--- src/lec_pkg.sv ---
package lec_pkg;
   // Register map, byte addresses on the management port
   localparam logic [11:0] LEC_CTRL1_OFS  = 12'h0311;
   localparam logic [11:0] LEC_CTRL_B_OFS = 12'h0312;
   localparam logic [11:0] LEC_AGE_OFS    = 12'h0313;
   localparam logic [11:0] LEC_ISTAT_OFS  = 12'h0314;
   localparam logic [11:0] LEC_IMASK_OFS  = 12'h0315;
   localparam logic [11:0] LEC_IDX0_OFS   = 12'h0316;
   localparam logic [11:0] LEC_IDX0H_OFS  = 12'h0317;

   // Field positions
   localparam int LEC_TRAP_BIT      = 6;
   localparam int LEC_DYN_VF_BIT    = 5;
   localparam int LEC_STA_VF_BIT    = 4;
   localparam int LEC_FLUSH_ALL_BIT = 5;
   localparam int LEC_FLUSH_MST_BIT = 4;
   localparam int LEC_LEARN_BIT     = 2;
   localparam int LEC_AFULL_BIT     = 1;
   localparam int LEC_WFAIL_BIT     = 0;
   localparam int LEC_SCOPE_LSB     = 2;
   localparam int LEC_PRIO_LSB      = 0;

   // Bucket fill, in valid entries, from which a static write warns
   localparam logic [1:0] LEC_AFULL_FILL = 2'h2;

   // Reset values
   localparam logic [7:0] LEC_CTRL1_RST  = 8'h0c;
   localparam logic [7:0] LEC_CTRL_B_RST = 8'h00;
   localparam logic [7:0] LEC_AGE_RST    = 8'h4b;
   localparam logic [2:0] LEC_MASK_RST   = 3'h7;

   // Timing: one second of sys_clk at 100 MHz
   localparam int          LEC_CLK_HZ     = 100_000_000;
   localparam int          LEC_SEC_CYCLES = LEC_CLK_HZ;
   localparam int          LEC_NPORT      = 7;

   typedef enum logic [1:0] {
      LEC_FL_NONE = 2'b00,
      LEC_FL_DYN  = 2'b01,
      LEC_FL_STA  = 2'b10,
      LEC_FL_BOTH = 2'b11
   } lec_flush_e;

   typedef enum logic [1:0] {
      LEC_PR_DA  = 2'b00,
      LEC_PR_SA  = 2'b01,
      LEC_PR_MAX = 2'b10,
      LEC_PR_MIN = 2'b11
   } lec_prio_e;

   typedef enum logic [1:0] {
      LEC_ST_IDLE  = 2'b00,
      LEC_ST_FLUSH = 2'b01,
      LEC_ST_DONE  = 2'b11
   } lec_state_e;
endpackage : lec_pkg

--- src/lec_regs.sv ---
`timescale 1ns/10ps
// How it works
// - Trap on, double tag: reserved multicast host-only
// - Dynamic hit: AND VLAN map when bit5
// - Static hit: AND VLAN map when bit4
// - Flush scope bits 3:2 select entries
// - Scope 00 means no flush
// - Scope governs both flush triggers
// - Priority field picks DA, SA, max, min
// - Age time is period times count
// - Learn fail sets status bit 2
// - Static write into almost-full sets bit 1
// - Static write into full bucket sets bit 0
// - Status sticky until written one; bits 7:3 zero
// - Summary bit is OR of status
// - Mask one suppresses; masks reset to one
// - Flush triggers self-clear after flush
// - Index register records entry or bucket
module lec_regs (
   input  wire logic                        sys_clk,
   input  wire logic                        rst,
   // Register port
   input  wire logic [11:0]                 reg_addr,
   input  wire logic [7:0]                  reg_wdata,
   input  wire logic                        reg_wr,
   input  wire logic                        reg_rd,
   output logic      [7:0]                  reg_rdata,
   // Lookup results from the table engine
   input  wire logic                        hit_valid,
   input  wire logic                        hit_static,
   input  wire logic                        hit_reserved_mc,
   input  wire logic                        double_tag_mode,
   input  wire logic [lec_pkg::LEC_NPORT-1:0] entry_port_map,
   input  wire logic [lec_pkg::LEC_NPORT-1:0] vlan_port_map,
   input  wire logic [lec_pkg::LEC_NPORT-1:0] host_port_map,
   input  wire logic [2:0]                  da_priority,
   input  wire logic [2:0]                  sa_priority,
   output logic      [lec_pkg::LEC_NPORT-1:0] fwd_port_map,
   output logic      [2:0]                  address_based_priority,
   // Table events
   input  wire logic                        learn_fail,
   input  wire logic                        static_wr_done,
   input  wire logic                        static_wr_fail,
   input  wire logic [1:0]                  bucket_fill,
   input  wire logic [11:0]                 entry_addr,
   input  wire logic [9:0]                  bucket_addr,
   // Flush and aging handshake
   input  wire logic                        flush_done,
   output logic                             flush_req,
   output logic      [1:0]                  flush_scope,
   output logic                             flush_multiple_spanning_tree,
   output logic                             age_tick,
   output logic      [7:0]                  age_period,
   output logic                             lookup_engine_summary,
   output logic                             lookup_irq
);
   import lec_pkg::*;

   logic [7:0]  ctrl1_reg;
   logic [7:0]  ctrl_b_reg;
   logic [7:0]  age_reg;
   logic [2:0]  stat_reg;
   logic [2:0]  mask_reg;
   logic [11:0] idx_reg;
   logic [31:0] sec_cnt_reg;
   lec_state_e  st_reg;
   logic [2:0]  stat_set;
   logic [2:0]  stat_clr;
   logic        wr_ctrl1;

   // Register write decode
   function automatic logic wr_at(input logic [11:0] ofs);
      wr_at = reg_wr && (reg_addr == ofs);
   endfunction : wr_at

   // Priority compare helpers
   function automatic logic [2:0] pmax(input logic [2:0] a, input logic [2:0] b);
      pmax = (a > b) ? a : b;
   endfunction : pmax

   function automatic logic [2:0] pmin(input logic [2:0] a, input logic [2:0] b);
      pmin = (a > b) ? b : a;
   endfunction : pmin

   // Flush scope field; read by the sequencer and the engine outputs
   function automatic logic [1:0] scope_of(input logic [7:0] ctrl);
      scope_of = ctrl[LEC_SCOPE_LSB +: 2];
   endfunction : scope_of

   // Egress filter: restrict the entry map by the VLAN map when enabled
   function automatic logic [LEC_NPORT-1:0] vlan_filter(input logic                 en,
                                                         input logic [LEC_NPORT-1:0] ent,
                                                         input logic [LEC_NPORT-1:0] vln);
      vlan_filter = en ? (ent & vln) : ent;
   endfunction : vlan_filter

   assign wr_ctrl1 = wr_at(LEC_CTRL1_OFS);

   // Second control register; filters start off for older software
   always_ff @(posedge sys_clk or posedge rst) begin
      if (rst) begin
         ctrl_b_reg <= LEC_CTRL_B_RST;
      end else if (wr_at(LEC_CTRL_B_OFS)) begin
         ctrl_b_reg <= reg_wdata;
      end
   end

   // Age period in seconds
   always_ff @(posedge sys_clk or posedge rst) begin
      if (rst) begin
         age_reg <= LEC_AGE_RST;
      end else if (wr_at(LEC_AGE_OFS)) begin
         age_reg <= reg_wdata;
      end
   end

   // Interrupt mask; upper bits do not exist and read as zero
   always_ff @(posedge sys_clk or posedge rst) begin
      if (rst) begin
         mask_reg <= LEC_MASK_RST;
      end else if (wr_at(LEC_IMASK_OFS)) begin
         mask_reg <= reg_wdata[2:0];
      end
   end

   // First control register; flush bits are self-clearing
   always_ff @(posedge sys_clk or posedge rst) begin
      if (rst) begin
         ctrl1_reg <= LEC_CTRL1_RST;
      end else if (wr_ctrl1) begin
         ctrl1_reg <= reg_wdata;
      end else if (st_reg == LEC_ST_DONE) begin
         ctrl1_reg[LEC_FLUSH_ALL_BIT] <= 1'b0;
         ctrl1_reg[LEC_FLUSH_MST_BIT] <= 1'b0;
      end
   end

   // Flush sequencer: trigger, wait for engine, then clear triggers
   always_ff @(posedge sys_clk or posedge rst) begin
      if (rst) begin
         st_reg <= LEC_ST_IDLE;
      end else begin
         case (st_reg)
            LEC_ST_IDLE: begin
               if (!wr_ctrl1 &&
                   (ctrl1_reg[LEC_FLUSH_ALL_BIT] || ctrl1_reg[LEC_FLUSH_MST_BIT])) begin
                  st_reg <= LEC_ST_FLUSH;
               end
            end
            LEC_ST_FLUSH: begin
               // Scope 00 removes nothing, so finish at once
               if (flush_done || scope_of(ctrl_b_reg) == LEC_FL_NONE) begin
                  st_reg <= LEC_ST_DONE;
               end
            end
            LEC_ST_DONE: begin
               st_reg <= LEC_ST_IDLE;
            end
            default: begin
               st_reg <= LEC_ST_IDLE;
            end
         endcase
      end
   end

   // Request level to the table engine; scope 00 never asks for work
   always_ff @(posedge sys_clk or posedge rst) begin
      if (rst) begin
         flush_req <= 1'b0;
      end else begin
         flush_req <= (st_reg == LEC_ST_FLUSH) &&
                      (scope_of(ctrl_b_reg) != LEC_FL_NONE);
      end
   end

   // Scope copy; the engine reads it only while the request stands
   always_ff @(posedge sys_clk or posedge rst) begin
      if (rst) begin
         flush_scope <= 2'b00;
      end else begin
         flush_scope <= scope_of(ctrl_b_reg);
      end
   end

   // Spanning-tree flush only when the whole-table trigger is idle
   always_ff @(posedge sys_clk or posedge rst) begin
      if (rst) begin
         flush_multiple_spanning_tree <= 1'b0;
      end else begin
         flush_multiple_spanning_tree <= ctrl1_reg[LEC_FLUSH_MST_BIT] &&
                                         !ctrl1_reg[LEC_FLUSH_ALL_BIT];
      end
   end

   // Aging second tick; entry engine multiplies period by age count
   always_ff @(posedge sys_clk or posedge rst) begin
      if (rst) begin
         sec_cnt_reg <= 32'h0000_0000;
         age_tick    <= 1'b0;
         age_period  <= LEC_AGE_RST;
      end else begin
         age_period <= age_reg;
         if (sec_cnt_reg == 32'(LEC_SEC_CYCLES - 1)) begin
            sec_cnt_reg <= 32'h0000_0000;
            age_tick    <= 1'b1;
         end else begin
            sec_cnt_reg <= sec_cnt_reg + 32'h0000_0001;
            age_tick    <= 1'b0;
         end
      end
   end

   // Forwarding map; the trap outranks any table hit
   always_ff @(posedge sys_clk or posedge rst) begin
      if (rst) begin
         fwd_port_map <= '0;
      end else if (hit_reserved_mc && double_tag_mode && ctrl_b_reg[LEC_TRAP_BIT]) begin
         fwd_port_map <= host_port_map;
      end else if (hit_valid && hit_static) begin
         fwd_port_map <= vlan_filter(ctrl_b_reg[LEC_STA_VF_BIT], entry_port_map,
                                     vlan_port_map);
      end else if (hit_valid) begin
         fwd_port_map <= vlan_filter(ctrl_b_reg[LEC_DYN_VF_BIT], entry_port_map,
                                     vlan_port_map);
      end else begin
         fwd_port_map <= '0;
      end
   end

   // Address-based priority source select
   always_ff @(posedge sys_clk or posedge rst) begin
      if (rst) begin
         address_based_priority <= 3'h0;
      end else begin
         case (ctrl_b_reg[LEC_PRIO_LSB +: 2])
            LEC_PR_DA:  address_based_priority <= da_priority;
            LEC_PR_SA:  address_based_priority <= sa_priority;
            LEC_PR_MAX: address_based_priority <= pmax(da_priority, sa_priority);
            LEC_PR_MIN: address_based_priority <= pmin(da_priority, sa_priority);
            default:    address_based_priority <= da_priority;
         endcase
      end
   end

   // Interrupt events; set wins over a same-cycle clear
   assign stat_set[LEC_LEARN_BIT] = learn_fail;
   assign stat_set[LEC_AFULL_BIT] = static_wr_done && !static_wr_fail &&
                                    (bucket_fill >= LEC_AFULL_FILL);
   assign stat_set[LEC_WFAIL_BIT] = static_wr_fail;
   assign stat_clr = wr_at(LEC_ISTAT_OFS) ? reg_wdata[2:0] : 3'h0;

   always_ff @(posedge sys_clk or posedge rst) begin
      if (rst) begin
         stat_reg <= 3'h0;
      end else begin
         stat_reg <= (stat_reg & ~stat_clr) | stat_set;
      end
   end

   // Index register: failed write takes bucket, almost-full takes entry
   always_ff @(posedge sys_clk or posedge rst) begin
      if (rst) begin
         idx_reg <= 12'h000;
      end else if (static_wr_fail) begin
         idx_reg <= {2'b00, bucket_addr};
      end else if (stat_set[LEC_AFULL_BIT]) begin
         idx_reg <= entry_addr;
      end
   end

   // Summary bit ignores the mask, so polling software still sees events
   always_ff @(posedge sys_clk or posedge rst) begin
      if (rst) begin
         lookup_engine_summary <= 1'b0;
      end else begin
         lookup_engine_summary <= |stat_reg;
      end
   end

   // Interrupt line, one cycle behind the status bits
   always_ff @(posedge sys_clk or posedge rst) begin
      if (rst) begin
         lookup_irq <= 1'b0;
      end else begin
         lookup_irq <= |(stat_reg & ~mask_reg);
      end
   end

   // Read data one cycle after the strobe; unmapped reads zero
   always_ff @(posedge sys_clk or posedge rst) begin
      if (rst) begin
         reg_rdata <= 8'h00;
      end else if (reg_rd) begin
         case (reg_addr)
            LEC_CTRL1_OFS:  reg_rdata <= ctrl1_reg;
            LEC_CTRL_B_OFS: reg_rdata <= ctrl_b_reg;
            LEC_AGE_OFS:    reg_rdata <= age_reg;
            LEC_ISTAT_OFS:  reg_rdata <= {5'h00, stat_reg};
            LEC_IMASK_OFS:  reg_rdata <= {5'h00, mask_reg};
            LEC_IDX0_OFS:   reg_rdata <= idx_reg[7:0];
            LEC_IDX0H_OFS:  reg_rdata <= {4'h0, idx_reg[11:8]};
            default:        reg_rdata <= 8'h00;
         endcase
      end else begin
         reg_rdata <= 8'h00;
      end
   end
endmodule : lec_regs

--- config.mk ---
export PLATFORM = sky130hd
export DESIGN_NAME = lec_regs
export DESIGN_NICKNAME = d
export VERILOG_FILES = /design/src/lec_pkg.sv /design/src/lec_regs.sv
export SDC_FILE = /design/constraint.sdc
export NUM_CORES = 1
export LEC_CHECK = 0
export ABC_AREA = 1
export BUFFER_PORTS_ARGS = -buffer_cell sky130_fd_sc_hd__buf_2
export CAP_MARGIN = 20
export CELL_PAD_IN_SITES_DETAIL_PLACEMENT = 0
export CELL_PAD_IN_SITES_GLOBAL_PLACEMENT = 1
export CORE_MARGIN = 3
export CORE_UTILIZATION = 40
export CTS_BUF_LIST = sky130_fd_sc_hd__clkbuf_4 sky130_fd_sc_hd__clkbuf_8
export DETAILED_ROUTE_END_ITERATION = 8
export HOLD_SLACK_MARGIN = 0.03
export PLACE_DENSITY_LB_ADDON = 0.25
export SKIP_LAST_GASP = 1
export SLEW_MARGIN = 15
export SYNTH_ARGS = -nofsm -noshare
export SYNTH_HDL_FRONTEND = slang
export SYNTH_SLANG_ARGS = --single-unit
--- constraint.sdc ---
create_clock -name sys_clk -period 3.29 [get_ports sys_clk]
set_input_delay 0.1645 -clock sys_clk [delete_from_list [all_inputs] [get_ports sys_clk]]
set_output_delay 0.1645 -clock sys_clk [all_outputs]
set_load 0.03 [all_outputs]
==> flow_summary.rst, run 1 <==
.. list-table::
   :header-rows: 1

   * - Metric
     - Value
   * - Insertion delay to the later sink of the worst-skew pair
     - 390 ps
   * - Clk slew on worst S/H paths
     - 110 ps
   * - Peak supply drop
     - 246 uV
   * - Data required time of the worst path
     - 3630 ps
   * - Antenna fix cells
     - 0
   * - Unique cell type count in the Yosys netlist
     - 42
   * - Clock skew
     - 14.0 ps
   * - Number of antenna violations at the first check in global routing
     - 0
   * - Total half-perimeter wirelength after legalization and detailed placement
     - 10700 um
   * - Power share of the sequential group
     - 0.548
   * - Biggest area consumer among synthesized cells
     - sky130_fd_sc_hd__dfrtp_1
   * - Element type at the critical path end
     - register
   * - Headroom to the max-slew limit
     - 0.547
   * - Finish-stage setup viols
     - 0
   * - Slew of the pin with the lowest slew margin
     - 680 ps
   * - Net switching component of the power
     - 0.668 mW
   * - Share of the clock period used by the worst path after layout
     - 0.634
   * - Flip-flop count of the largest register after layout
     - 32
   * - Final RePlAce weighted congestion
     - 0.856
   * - Share of final-layout standard cells stronger than drive strength 1
     - 0.252
   * - Count of filler cells inserted in the layout
     - 1366
   * - Predominant post-synthesis flop cell
     - sky130_fd_sc_hd__dfrtp_1
   * - Depth of the CTS H-tree
     - 3
   * - Worst min path class
     - in2reg
   * - Initial standard-cell utilization of the core
     - 0.419
   * - Max-slew violation total from the final report
     - 0
   * - Proportion of power drawn by combinational gates
     - 0.098
   * - DR vias
     - 4997
   * - Total Wirelength
     - 14100 um
   * - Final Hold Violating Endpoints
     - 0
   * - Sinks on the clock net
     - 109
   * - Cell with the largest stage delay on the worst path
     - sky130_fd_sc_hd__dlygate4sd3_1
   * - Net count of the finished layout
     - 920
   * - Hold WS
     - 52.9 ps
   * - Run status
     - finished clean
   * - Share of total power consumed by net switching
     - 0.264
   * - Leakage power summed over all cells
     - 3.47 nW
   * - Detail-routed net length per standard cell
     - 13.9 um
   * - Master cell of the clock root buffer
     - sky130_fd_sc_hd__clkbuf_8
   * - CP peak stage delay
     - 560 ps
   * - Number of cells in the design after placement
     - 962
   * - Final worst slack
     - 1200 ps
   * - Via density
     - 4.93
   * - Post-synth net total
     - 772
   * - Synth top area cells
     - sky130_fd_sc_hd__dfrtp_1 (42%), sky130_fd_sc_hd__nand2_1 (9.9%), sky130_fd_sc_hd__dfstp_2 (6.0%)
   * - Final design utilization
     - 0.515
   * - Row count
     - 42
   * - Grt total ovfl
     - 0
   * - Post-synthesis instance total
     - 685
   * - Placement Setup Slack
     - 1320 ps
   * - Number of buffers inserted during clock tree synthesis
     - 9
   * - Commonest non-fill, non-tap cells in the layout
     - sky130_fd_sc_hd__nand2_1 (150), sky130_fd_sc_hd__buf_2 (114), sky130_fd_sc_hd__dfrtp_1 (96)
   * - Setup crit start kind
     - input port
   * - Critical path buffers and inverters
     - 3
   * - DRC violation count after routing
     - 0
   * - Via count of the first global-routing pass
     - 5037
   * - Post-Layout Cell Count
     - 1014
   * - Die W
     - 125 um
   * - Crit path time final
     - 2090 ps
   * - PortBufs
     - 114
   * - Post-synthesis to final-layout area growth
     - 23.0%
   * - Critical path class
     - in2reg
   * - Total Neg Setup Slack
     - 0 ps
   * - Max_cap viols
     - 0
   * - First-pass GRT wire length
     - 24200 um
   * - Share of the synthesized area in the top cell type
     - 0.423
   * - Number of synthesized flops with an enable pin
     - 0
   * - Commonest non-fill, non-tap cell in the layout
     - sky130_fd_sc_hd__nand2_1
   * - Internal cell power
     - 1.86 mW
   * - DIE HEIGHT
     - 125 um
   * - Floorplan die area
     - 0.0157 mm2
   * - TritonCTS clock tree
     - done
   * - Clock network power share
     - 0.354
   * - Pin count of the biggest net entering global routing
     - 58
   * - Synth warnings
     - 0
   * - Post-synthesis sequential area ratio
     - 0.483
   * - Worst path top cell family by delay
     - buffers and inverters
   * - TritonRoute pass-1 iters
     - 4
   * - Setup repair after global routing missed its margin
     - no
   * - CP max FO
     - 20
   * - Area inside the core boundary
     - 0.0136 mm2
   * - Number of design-rule violations left by the first detailed-router iteration
     - 190
   * - Synthesized area per cell
     - 8.29 um2
   * - IO Count
     - 116
   * - Fmax
     - 479 MHz
   * - Post-DRT Antenna Nets
     - 0
   * - Global router's overall resource usage
     - 0.187
   * - Post-synthesis cell area
     - 0.00568 mm2
   * - Cells resized by post-CTS repair
     - 0
   * - Pwr Density
     - 362 mW/mm2
   * - Worst-case clock buffer depth
     - 2
   * - Share of flip-flops with an asynchronous set or reset after synthesis
     - 1.00
   * - Critical Path, Cell by Cell
     - buf_2 -> inv_1 -> nand3_1 -> nand2_1 -> nor2_1 -> a31oi_1 -> dlygate4sd3_1
   * - Arrival time reported for the critical path endpoint
     - 2420 ps
   * - Flops & latches, synth
     - 109
[power by group through the flow]
stage,Clock [mW],Combinational (mW),Sequential [mW]
floorplan,0,0.103,1.42
global placement,0,0.202,1.41
detailed placement,0,0.207,1.41
CTS,0.928,0.251,1.39
global route,0.983,0.279,1.39
finish,0.894,0.248,1.39
[cells in the mapped netlist (2+ instances only)]
library cell,number
sky130_fd_sc_hd__a21oi_1,8
sky130_fd_sc_hd__a31oi_1,17
sky130_fd_sc_hd__and3_1,2
sky130_fd_sc_hd__buf_2,2
sky130_fd_sc_hd__buf_4,2
sky130_fd_sc_hd__buf_6,4
sky130_fd_sc_hd__clkbuf_1,6
sky130_fd_sc_hd__dfrtp_1,96
sky130_fd_sc_hd__dfstp_2,13
sky130_fd_sc_hd__ha_1,4
sky130_fd_sc_hd__inv_1,90
sky130_fd_sc_hd__inv_2,6
sky130_fd_sc_hd__nand2_1,150
sky130_fd_sc_hd__nand2_2,4
sky130_fd_sc_hd__nand2_4,4
sky130_fd_sc_hd__nand3_1,47
sky130_fd_sc_hd__nand3_2,4
sky130_fd_sc_hd__nand4_1,14
sky130_fd_sc_hd__nor2_1,86
sky130_fd_sc_hd__nor2_2,8
sky130_fd_sc_hd__nor2_4,6
sky130_fd_sc_hd__nor3_1,13
sky130_fd_sc_hd__nor3_2,8
sky130_fd_sc_hd__nor4_1,5
sky130_fd_sc_hd__o2111ai_1,7
sky130_fd_sc_hd__o21ai_0,20
sky130_fd_sc_hd__o21ai_1,3
sky130_fd_sc_hd__o21ai_2,21
sky130_fd_sc_hd__o21bai_1,2
sky130_fd_sc_hd__or2_1,2
sky130_fd_sc_hd__xnor2_1,6
sky130_fd_sc_hd__xor2_1,15
[worst paths after layout]
path / startpoint / endpoint / slack, ps / depth (start not counted)
max: static_wr_fail / idx_reg[6] / 1200 / 7
min: entry_port_map[0] / fwd_port_map[0] / 50 / 3
max reg2reg: sec_cnt_reg[0] / sec_cnt_reg[23] / 1530 / 8
min reg2reg: age_reg[3] / age_period[3] / 380 / 0
max in group asynchronous: rst / age_period[0] / 2100 / 4
min in group asynchronous: rst / sec_cnt_reg[12] / 420 / 3
[through the flow]
step                      power [mW]  cell area (um2)
after floorplan                 1.52             5680
after global placement          1.61             6400
after detailed placement        1.62             6400
after CTS                       2.57             6980
after global routing            2.65             6980
final                           2.53             6980
[tightest hold or removal path: stages]
cell	delay [ps]
sky130_fd_sc_hd__buf_2	70
sky130_fd_sc_hd__o2111ai_1	90
sky130_fd_sc_hd__o21ai_0	70
[logic make-up after synthesis]
kind of cell,synth area share
AND/OR/NAND/NOR,0.298
buffers and inverters,0.0824
flip-flops,0.483
AO/OA/AOI/OAI,0.0948
XOR/XNOR,0.0324
adder cells (fa/ha/maj),0.00882
[area by class of cell]
type                    count  area, um2  share of cell area
repair buffers            151        951               0.136
clock buffers               9        124              0.0177
multi-input cells         463       2460               0.353
inverters                  99        378              0.0541
well taps                 176        220              0.0315
clock inverters             7        100              0.0143
flip-flops and latches    109       2740               0.393
[repair_timing]
action,4_1_cts,5_1_grt
hold buffers,36,0
buffers inserted,0,0
endpoints found under the hold margin,76,0
[layer usage]
layer / part of all wire / GRT usage
met5: 0 / 0
met4: 0.018 / 0.0517
met3: 0.047 / 0.0465
met2: 0.47 / 0.309
met1: 0.46 / 0.247
No activity file was read; power rests on OpenSTA's default activity.
==> run 2, diff against run 1 <==
==> constraint.sdc (replaced) <==
create_clock -name sys_clk -period 2.1 [get_ports sys_clk]
set_input_delay 0.105 -clock sys_clk [delete_from_list [all_inputs] [get_ports sys_clk]]
set_output_delay 0.105 -clock sys_clk [all_outputs]
set_load 0.03 [all_outputs]
==> run 2 against run 1 <==
  * Worst setup slack worse by 1100 ps
  * Critical path depth is 6 higher
  * Die area did not move
  * Global-route usage grew 0.37 points
  * Power rose by 59%
  * Register-to-register slack got worse by 1200 ps
  * Cell area grew 2.9%
  * Clock power grew 59%
  * Non-clock buffer count rose by 20
  * Via count is essentially flat
  * Wire length rose by 2.3%
  * Flip-flop and latch count unchanged
  * Critical path type unchanged
  * Largest cell class unchanged
==> flow_summary.rst, run 2 (synthesis results as in run 1) <==
.. list-table::
   :header-rows: 1

   * - Metric
     - Value
   * - Run status
     - finished clean
   * - Register area
     - 0.00274 mm2 (unchanged)
   * - Clock skew
     - 11.6 ps (-2.37 ps)
   * - DRC violation count after routing
     - 0 (unchanged)
   * - TritonRoute pass-1 iters
     - 5 (+1)
   * - Critical Path, Cell by Cell
     - dlygate4sd3_1 -> buf_2 -> ha_1 -> inv_1 -> o21bai_1 -> nand2_1 -> nand3b_1 -> nand3_1 -> nand2_2 -> nand2_1 -> o21ai_2 -> dlygate4sd3_1 -> inv_1
   * - Final Hold Violating Endpoints
     - 0 (unchanged)
   * - Area inside the core boundary
     - 0.0136 mm2 (unchanged)
   * - Highest metal layer with signal wires
     - met4
   * - Worst path top cell family by delay
     - buffers and inverters
   * - Net count of the finished layout
     - 940 (+2.2%)
   * - Element type at the critical path end
     - register
   * - Routed wire length on met2
     - 7200 um (+7.5%)
   * - Critical path class
     - in2reg
   * - Max-slew violation total from the final report
     - 0 (unchanged)
   * - Via density
     - 4.83 (-2.0%)
   * - First-pass GRT wire length
     - 24400 um (+1.2%)
   * - Final RePlAce weighted congestion
     - 0.907 (+5.9%)
   * - Area of the multi-input gates
     - 0.00247 mm2 (+0.25%)
   * - Crit. path cell count
     - 13 (+6)
   * - Clk slew on worst S/H paths
     - 120 ps (about the same)
   * - PortBufs
     - 114 (unchanged)
   * - Headroom to the max-slew limit
     - 0.599 (+0.0526)
   * - Row count
     - 42 (unchanged)
   * - R2R Path Start
     - ctrl_b_reg[6]
   * - Hold Path End
     - address_based_priority[1]
   * - Pwr Density
     - 559 mW/mm2 (+54%)
   * - Antenna fix cells
     - 0 (unchanged)
   * - Fmax
     - 501 MHz
   * - Leakage power summed over all cells
     - 3.56 nW (+2.6%)
   * - Hold Path Stages
     - 5 (+2)
   * - R2r endpoint
     - fwd_port_map[5]
   * - Share of the clock period used by the worst path after layout
     - 0.950
   * - Count of filler cells inserted in the layout
     - 1319 (-3.4%)
   * - Detail-routed net length per standard cell
     - 14.0 um (+0.28%)
   * - DIE HEIGHT
     - 125 um (unchanged)
   * - Floorplan die area
     - 0.0157 mm2 (unchanged)
   * - Crit path time final
     - 2000 ps
   * - Commonest non-fill, non-tap cells in the layout
     - sky130_fd_sc_hd__nand2_1 (149), sky130_fd_sc_hd__buf_2 (114), sky130_fd_sc_hd__dfrtp_1 (96)
   * - DR vias
     - 4993 (-0.080%)
   * - Number of design-rule violations left by the first detailed-router iteration
     - 367 (+93%)
   * - Critical path buffers and inverters
     - 5 (+2)
   * - TritonCTS clock tree
     - done
   * - Depth of the CTS H-tree
     - 3 (unchanged)
   * - Post-DRT Antenna Nets
     - 0 (unchanged)
   * - CP max FO
     - 4 (-80%)
   * - Routed length on met3
     - 754 um (+15%)
   * - Worst min path class
     - in2reg
   * - Setup repair after global routing missed its margin
     - yes
   * - Commonest non-fill, non-tap cell in the layout
     - sky130_fd_sc_hd__nand2_1
   * - Flip-flop count of the largest register after layout
     - 32 (unchanged)
   * - Worst r2r path cells
     - 4 (-4)
   * - Cell area after layout
     - 0.00719 mm2 (+2.9%)
   * - Data required time of the worst path
     - 2410 ps (-1220 ps)
   * - Initial standard-cell utilization of the core
     - 0.419 (unchanged)
   * - Pin count of the biggest net entering global routing
     - 110 (+90%)
   * - Arrival time reported for the critical path endpoint
     - 2310 ps (-110 ps)
   * - Grt total ovfl
     - 0 (unchanged)
   * - IO Count
     - 116 (unchanged)
   * - Number of antenna violations at the first check in global routing
     - 0 (unchanged)
   * - Post-synthesis to final-layout area growth
     - 26.6%
   * - Number of cells in the design after placement
     - 964 (+0.21%)
   * - Hold path startpoint
     - sa_priority[1]
   * - Total half-perimeter wirelength after legalization and detailed placement
     - 10500 um (-1.1%)
   * - Sum of routed wire segments on met1
     - 6320 um (-3.0%)
   * - Slew of the pin with the lowest slew margin
     - 599 ps (-80.3 ps)
   * - Setup crit start kind
     - input port
   * - Post-Layout Cell Count
     - 1034 (+2.0%)
   * - Cell area after placement
     - 0.00641 mm2 (+0.25%)
   * - Cell with the largest stage delay on the worst path
     - sky130_fd_sc_hd__dlygate4sd3_1
   * - Total Wirelength
     - 14400 um (+2.3%)
   * - Insertion delay to the later sink of the worst-skew pair
     - 390 ps (about the same)
   * - Peak supply drop
     - 354 uV (+44%)
   * - Setup slack on the worst flop-to-flop path
     - 320 ps (-1210 ps)
   * - Max_cap viols
     - 0 (unchanged)
   * - Post-CTS Setup Repair Bufs
     - 0 (unchanged)
   * - Share of final-layout standard cells stronger than drive strength 1
     - 0.251 (-0.00121)
   * - Global router's overall resource usage
     - 0.191 (+0.00366)
   * - Number of buffers inserted during clock tree synthesis
     - 9 (unchanged)
   * - CP peak stage delay
     - 550 ps (about the same)
   * - Total Neg Setup Slack
     - 0 ps (unchanged)
   * - Master cell of the clock root buffer
     - sky130_fd_sc_hd__clkbuf_8
   * - Worst-case clock buffer depth
     - 2 (unchanged)
   * - Die W
     - 125 um (unchanged)
   * - Finish-stage setup viols
     - 0 (unchanged)
   * - Sinks on the clock net
     - 109 (unchanged)
   * - Via count of the first global-routing pass
     - 5095 (+1.2%)
-- run 2: changes by cell type in the layout (fill, tap and decap cells not counted) --
cell / before / now
sky130_fd_sc_hd__inv_6: 2 / 1
sky130_fd_sc_hd__nand2_2: 4 / 5
sky130_fd_sc_hd__buf_4: 0 / 2
sky130_fd_sc_hd__nand2_1: 150 / 149
sky130_fd_sc_hd__o21ai_0: 20 / 18
sky130_fd_sc_hd__o21ai_2: 21 / 22
sky130_fd_sc_hd__inv_4: 2 / 1
sky130_fd_sc_hd__dlygate4sd3_1: 36 / 54
sky130_fd_sc_hd__o21ai_1: 3 / 4
sky130_fd_sc_hd__clkinvlp_4: 0 / 1
sky130_fd_sc_hd__inv_8: 1 / 2
-- run 2: repair_timing --
action	in CTS	in global routing
endpoints found under the hold margin	140	0
gates resized for setup	0	4
setup endpoints to repair	0	2
hold buffers	55	0
-- run 2: power breakdown --
| part | internal [mW] | switching [mW] |
|---|---|---|
| registers | 2.15 | 0.0266 |
| clock network | 0.595 | 0.829 |
| logic | 0.199 | 0.218 |
| total | 2.94 | 1.07 |
-- run 2: worst max-delay path by stage --
stage	from	end	slack [ps]
after floorplan	sec_cnt_reg[0]	sec_cnt_reg[22]	640
after global placement	sec_cnt_reg[0]	sec_cnt_reg[16]	390
after detailed placement	sec_cnt_reg[0]	sec_cnt_reg[23]	350
after CTS	da_priority[1]	address_based_priority[1]	100
after global routing	da_priority[1]	address_based_priority[0]	-30
final	da_priority[1]	address_based_priority[0]	100
-- run 2: worst min-delay path, cell delays in order --
cell and delay [ps]:
sky130_fd_sc_hd__buf_2 90, sky130_fd_sc_hd__inv_1 40, sky130_fd_sc_hd__nand2_1 60, sky130_fd_sc_hd__o21ai_1 60, sky130_fd_sc_hd__inv_1 50
-- run 2: routing by layer --
metal  track usage  vias up
li1              -     2542
met1         0.247     2320
met2         0.329      116
met3        0.0375       15
met4        0.0517        0
met5             0        -
-- run 2: layout make-up --
| class | count | area share |
|---|---|---|
| flip-flops and latches | 109 | 0.382 |
| multi-input cells | 463 | 0.344 |
| repair buffers | 171 | 0.159 |
| inverters | 99 | 0.0528 |
| well taps | 176 | 0.0306 |
| clock buffers | 9 | 0.0172 |
| clock inverters | 7 | 0.0143 |
-- run 2: stage by stage --
stage               power, mW  setup WS [ps]  utilization  hold slack, ps
floorplan                2.39            638            -             219
global placement         2.53            389        0.473             301
detailed placement       2.54            352        0.473             308
CTS                      4.06           97.3        0.530            37.3
global route             4.20          -29.9        0.530            40.2
finish                   4.02            105        0.530            30.6
==> run 3, diff against run 2 <==
--- a/config.mk
+++ b/config.mk
@@ -5,7 +5,6 @@
 export SDC_FILE = /design/constraint.sdc
 export NUM_CORES = 1
 export LEC_CHECK = 0
-export ABC_AREA = 1
 export BUFFER_PORTS_ARGS = -buffer_cell sky130_fd_sc_hd__buf_2
 export CAP_MARGIN = 20
 export CELL_PAD_IN_SITES_DETAIL_PLACEMENT = 0
@@ -16,6 +15,8 @@
 export DETAILED_ROUTE_END_ITERATION = 8
 export HOLD_SLACK_MARGIN = 0.03
 export PLACE_DENSITY_LB_ADDON = 0.25
+export RECOVER_POWER = 50
+export REMOVE_ABC_BUFFERS = 1
 export SKIP_LAST_GASP = 1
 export SLEW_MARGIN = 15
 export SYNTH_ARGS = -nofsm -noshare
==> run 3 against run 2 <==
  * Final cell count down 22%
  * Core utilization up 0.87 points
  * Non-clock buffer count up 9
  * Clock power down 14%
  * Sequential power about the same
  * Register-to-register slack worse by 130 ps
  * Wire length down 17%
  * Global-route usage down 1.0 points
  * First-iteration DRC count down 46%
  * Critical path type is now reg2reg
  * Largest power group unchanged
==> flow_summary.rst, run 3 <==
.. list-table::
   :header-rows: 1

   * - Metric
     - Value
   * - Final worst slack
     - 187 ps (+82.1 ps)
   * - CP peak stage delay
     - 530 ps (-20 ps)
   * - Antenna fix cells
     - 0 (unchanged)
   * - Hold path startpoint
     - bucket_fill[1]
   * - DIE HEIGHT
     - 118 um (-5.9%)
   * - Placement Setup Slack
     - 179 ps (-173 ps)
   * - Flops & latches, synth
     - 109 (unchanged)
   * - Clock skew
     - 12.2 ps (+0.572 ps)
   * - DRC violation count after routing
     - 0 (unchanged)
   * - Worst min path class
     - in2reg
   * - Grt total ovfl
     - 0 (unchanged)
   * - Element type at the critical path end
     - register
   * - Area of the multi-input gates
     - 0.00215 mm2 (-13%)
   * - PortBufs
     - 114 (unchanged)
   * - Share of the synthesized area in the top cell type
     - 0.481 (+0.0574)
   * - Total Wirelength
     - 12000 um (-17%)
   * - Global router's overall resource usage
     - 0.181 (-0.0102)
   * - Arrival time reported for the critical path endpoint
     - 2190 ps (-120 ps)
   * - Count leader, synth
     - sky130_fd_sc_hd__dfrtp_1
   * - Insertion delay to the later sink of the worst-skew pair
     - 380 ps (about the same)
   * - Headroom to the max-slew limit
     - 0.160 (-0.439)
   * - Pwr Density
     - 591 mW/mm2 (+5.7%)
   * - Setup slack on the worst flop-to-flop path
     - 190 ps (-130 ps)
   * - Final Hold Violating Endpoints
     - 0 (unchanged)
   * - Total Neg Setup Slack
     - 0 ps (unchanged)
   * - Power consumption
     - 3.86 mW (-4.0%)
   * - Post-Layout Cell Count
     - 806 (-22%)
   * - Net count of the finished layout
     - 720 (-23%)
   * - Number of synthesized flops with an enable pin
     - 0 (unchanged)
   * - TritonRoute pass-1 iters
     - 4 (-1)
   * - Count of filler cells inserted in the layout
     - 1131 (-14%)
   * - Critical Path, Cell by Cell
     - ha_1 -> nand3_2 -> or4_1 -> buf_4 -> nor3_4 -> xnor2_1 -> nor2_2
   * - Commonest non-fill, non-tap cell in the layout
     - sky130_fd_sc_hd__buf_2
   * - Number of cells in the design after placement
     - 736 (-24%)
   * - Slew of the pin with the lowest slew margin
     - 1250 ps (+654 ps)
   * - Sinks on the clock net
     - 109 (unchanged)
   * - Critical path class
     - reg2reg
   * - Max-slew violation total from the final report
     - 0 (unchanged)
   * - Peak supply drop
     - 308 uV (-13%)
   * - Share of the clock period used by the worst path after layout
     - 0.911 (-0.0391)
   * - Floorplan die area
     - 0.0139 mm2 (-11%)
   * - Unique cell type count in the Yosys netlist
     - 49 (+17%)
   * - Synthesized area per cell
     - 10.9 um2 (+32%)
   * - DR vias
     - 3947 (-21%)
   * - Setup crit start kind
     - register
   * - Crit path time final
     - 1910 ps (-82.1 ps)
   * - Flip-flop count of the largest register after layout
     - 32 (unchanged)
   * - Worst r2r path cells
     - 7 (+3)
   * - Worst-case clock buffer depth
     - 2 (unchanged)
   * - Detail-routed net length per standard cell
     - 14.8 um (+6.2%)
   * - Max_cap viols
     - 0 (unchanged)
   * - Row count
     - 40 (-4.8%)
   * - Final RePlAce weighted congestion
     - 0.820 (-9.6%)
   * - Data required time of the worst path
     - 2380 ps (-30 ps)
   * - Master cell of the clock root buffer
     - sky130_fd_sc_hd__clkbuf_8
   * - Post-synthesis sequential area ratio
     - 0.549 (+0.0656)
   * - Pin count of the biggest net entering global routing
     - 46 (-58%)
   * - Initial standard-cell utilization of the core
     - 0.413 (-0.00600)
   * - Post-synthesis instance total
     - 458 (-33%)
   * - CP max FO
     - 6 (+2)
   * - Leakage power summed over all cells
     - 3.11 nW (-13%)
   * - Clk slew on worst S/H paths
     - 100 ps (-20 ps)
   * - Hold Path Stages
     - 3 (-2)
   * - Area inside the core boundary
     - 0.0121 mm2 (-11%)
   * - Die W
     - 118 um (-5.9%)
   * - Share of final-layout standard cells stronger than drive strength 1
     - 0.310 (+0.0598)
   * - Share of flip-flops with an asynchronous set or reset after synthesis
     - 1.00 (unchanged)
   * - Via count of the first global-routing pass
     - 4028 (-21%)
   * - Finish-stage setup viols
     - 0 (unchanged)
   * - Cell with the largest stage delay on the worst path
     - sky130_fd_sc_hd__or4_1
   * - Synth warnings
     - 0 (unchanged)
   * - Commonest non-fill, non-tap cells in the layout
     - sky130_fd_sc_hd__buf_2 (113), sky130_fd_sc_hd__dfrtp_1 (96), sky130_fd_sc_hd__nand2_1 (59)
   * - Most common library cells after synthesis
     - sky130_fd_sc_hd__dfrtp_1 (96), sky130_fd_sc_hd__nand2_1 (59), sky130_fd_sc_hd__nor2_1 (35)
   * - Via density
     - 4.90 (+1.4%)
   * - Post-DRT Antenna Nets
     - 0 (unchanged)
   * - Setup repair after global routing missed its margin
     - no
   * - Biggest area consumer among synthesized cells
     - sky130_fd_sc_hd__dfrtp_1
   * - Run status
     - finished clean
   * - R2r endpoint
     - sec_cnt_reg[24]
   * - Post-synthesis cell area
     - 0.00500 mm2 (-12%)
   * - R2R Path Start
     - sec_cnt_reg[0]
   * - Number of design-rule violations left by the first detailed-router iteration
     - 198 (-46%)
   * - TritonCTS clock tree
     - done
   * - IO Count
     - 116 (unchanged)
   * - Synth top area cells
     - sky130_fd_sc_hd__dfrtp_1 (48%), sky130_fd_sc_hd__dfstp_2 (6.8%), sky130_fd_sc_hd__mux2_2 (6.8%)
   * - Total half-perimeter wirelength after legalization and detailed placement
     - 8280 um (-21%)
   * - Post-synthesis to final-layout area growth
     - 30.6%
   * - Hold Path End
     - idx_reg[10]
   * - Number of buffers inserted during clock tree synthesis
     - 9 (unchanged)
   * - Number of antenna violations at the first check in global routing
     - 0 (unchanged)
   * - Fmax
     - 523 MHz (+4.3%)
   * - Predominant post-synthesis flop cell
     - sky130_fd_sc_hd__dfrtp_1
   * - Depth of the CTS H-tree
     - 3 (unchanged)
   * - First-pass GRT wire length
     - 20200 um (-17%)
   * - Register area
     - 0.00274 mm2 (unchanged)
==> run 3: cell count changes after synthesis, sizes merged, moves of 7 or more <==
cell     previous run  this run
a31oi              17         2
inv                97        11
mux2                0        30
mux2i               0        17
nand2             158        59
nand3              51        19
nor2              101        41
nor2b               0         8
o2111ai             7         0
o211ai              0         9
o21ai              44        31
xnor2               6        18
==> run 3: power by group <==
| group | switching [mW] | internal, mW |
|---|---|---|
| clock | 0.729 | 0.489 |
| sequential | 0.0418 | 2.16 |
| combinational | 0.222 | 0.213 |
==> run 3: area by class of cell <==
cell class | instances | share of cell area
sequential | 109 | 0.421
multi-input combinational | 322 | 0.329
timing repair buffer | 180 | 0.184
tap | 168 | 0.0322
clock buffer | 11 | 0.0222
inverter | 11 | 0.00652
clock inverter | 5 | 0.00594
==> run 3: cell families after synthesis <==
logic type / count (synthesis) / synth area share
compound gates: 67 / 0.0804
xor+xnor: 28 / 0.0491
mux: 48 / 0.106
simple gates: 175 / 0.183
fa+ha+maj: 4 / 0.0100
buf+inv: 27 / 0.0225
flops: 109 / 0.549
==> run 3: worst max-delay path: cells and delay by family, from the launching register on <==
kind	cells	cell delay [ps]
buffers and inverters	1	190
XOR/XNOR	1	150
flip-flops	1	400
adder cells (fa/ha/maj)	1	220
AND/OR/NAND/NOR	4	870
==> run 3: how the worst max path moves through the flow <==
stage                   startpoint                   endpoint  cells after the start
floorplan                      rst  address_based_priority[0]                      1
global placement    sec_cnt_reg[0]            sec_cnt_reg[26]                      7
detailed placement  sec_cnt_reg[0]            sec_cnt_reg[24]                      7
CTS                  ctrl_b_reg[5]            fwd_port_map[1]                      5
global route                   rst            sec_cnt_reg[14]                      4
finish              sec_cnt_reg[0]            sec_cnt_reg[24]                      7
==> run 3: timing repair <==
item / in CTS / in global routing
hold endpoints to repair: 79 / 0
resized for setup: 0 / 1
hold buffers: 54 / 0
endpoints found under the setup margin: 0 / 2
setup buffers: 0 / 0
==> run 3: per-layer routing <==
metal  GRT usage  part of all wire  up-vias
li1            -                 -     1939
met1       0.253              0.48     1905
met2       0.283              0.47       91
met3      0.0360             0.040       12
met4      0.0615             0.015        0
met5           0                 0        -
==> run 3: through the flow <==
stage | hold slack, ps | utilization | area [um2]
after floorplan | 168 | - | 4930
after global placement | 118 | 0.480 | 5810
after detailed placement | 119 | 0.480 | 5810
after CTS | 31.1 | 0.540 | 6540
after global routing | 55.6 | 0.539 | 6530
final | 46.2 | 0.539 | 6530
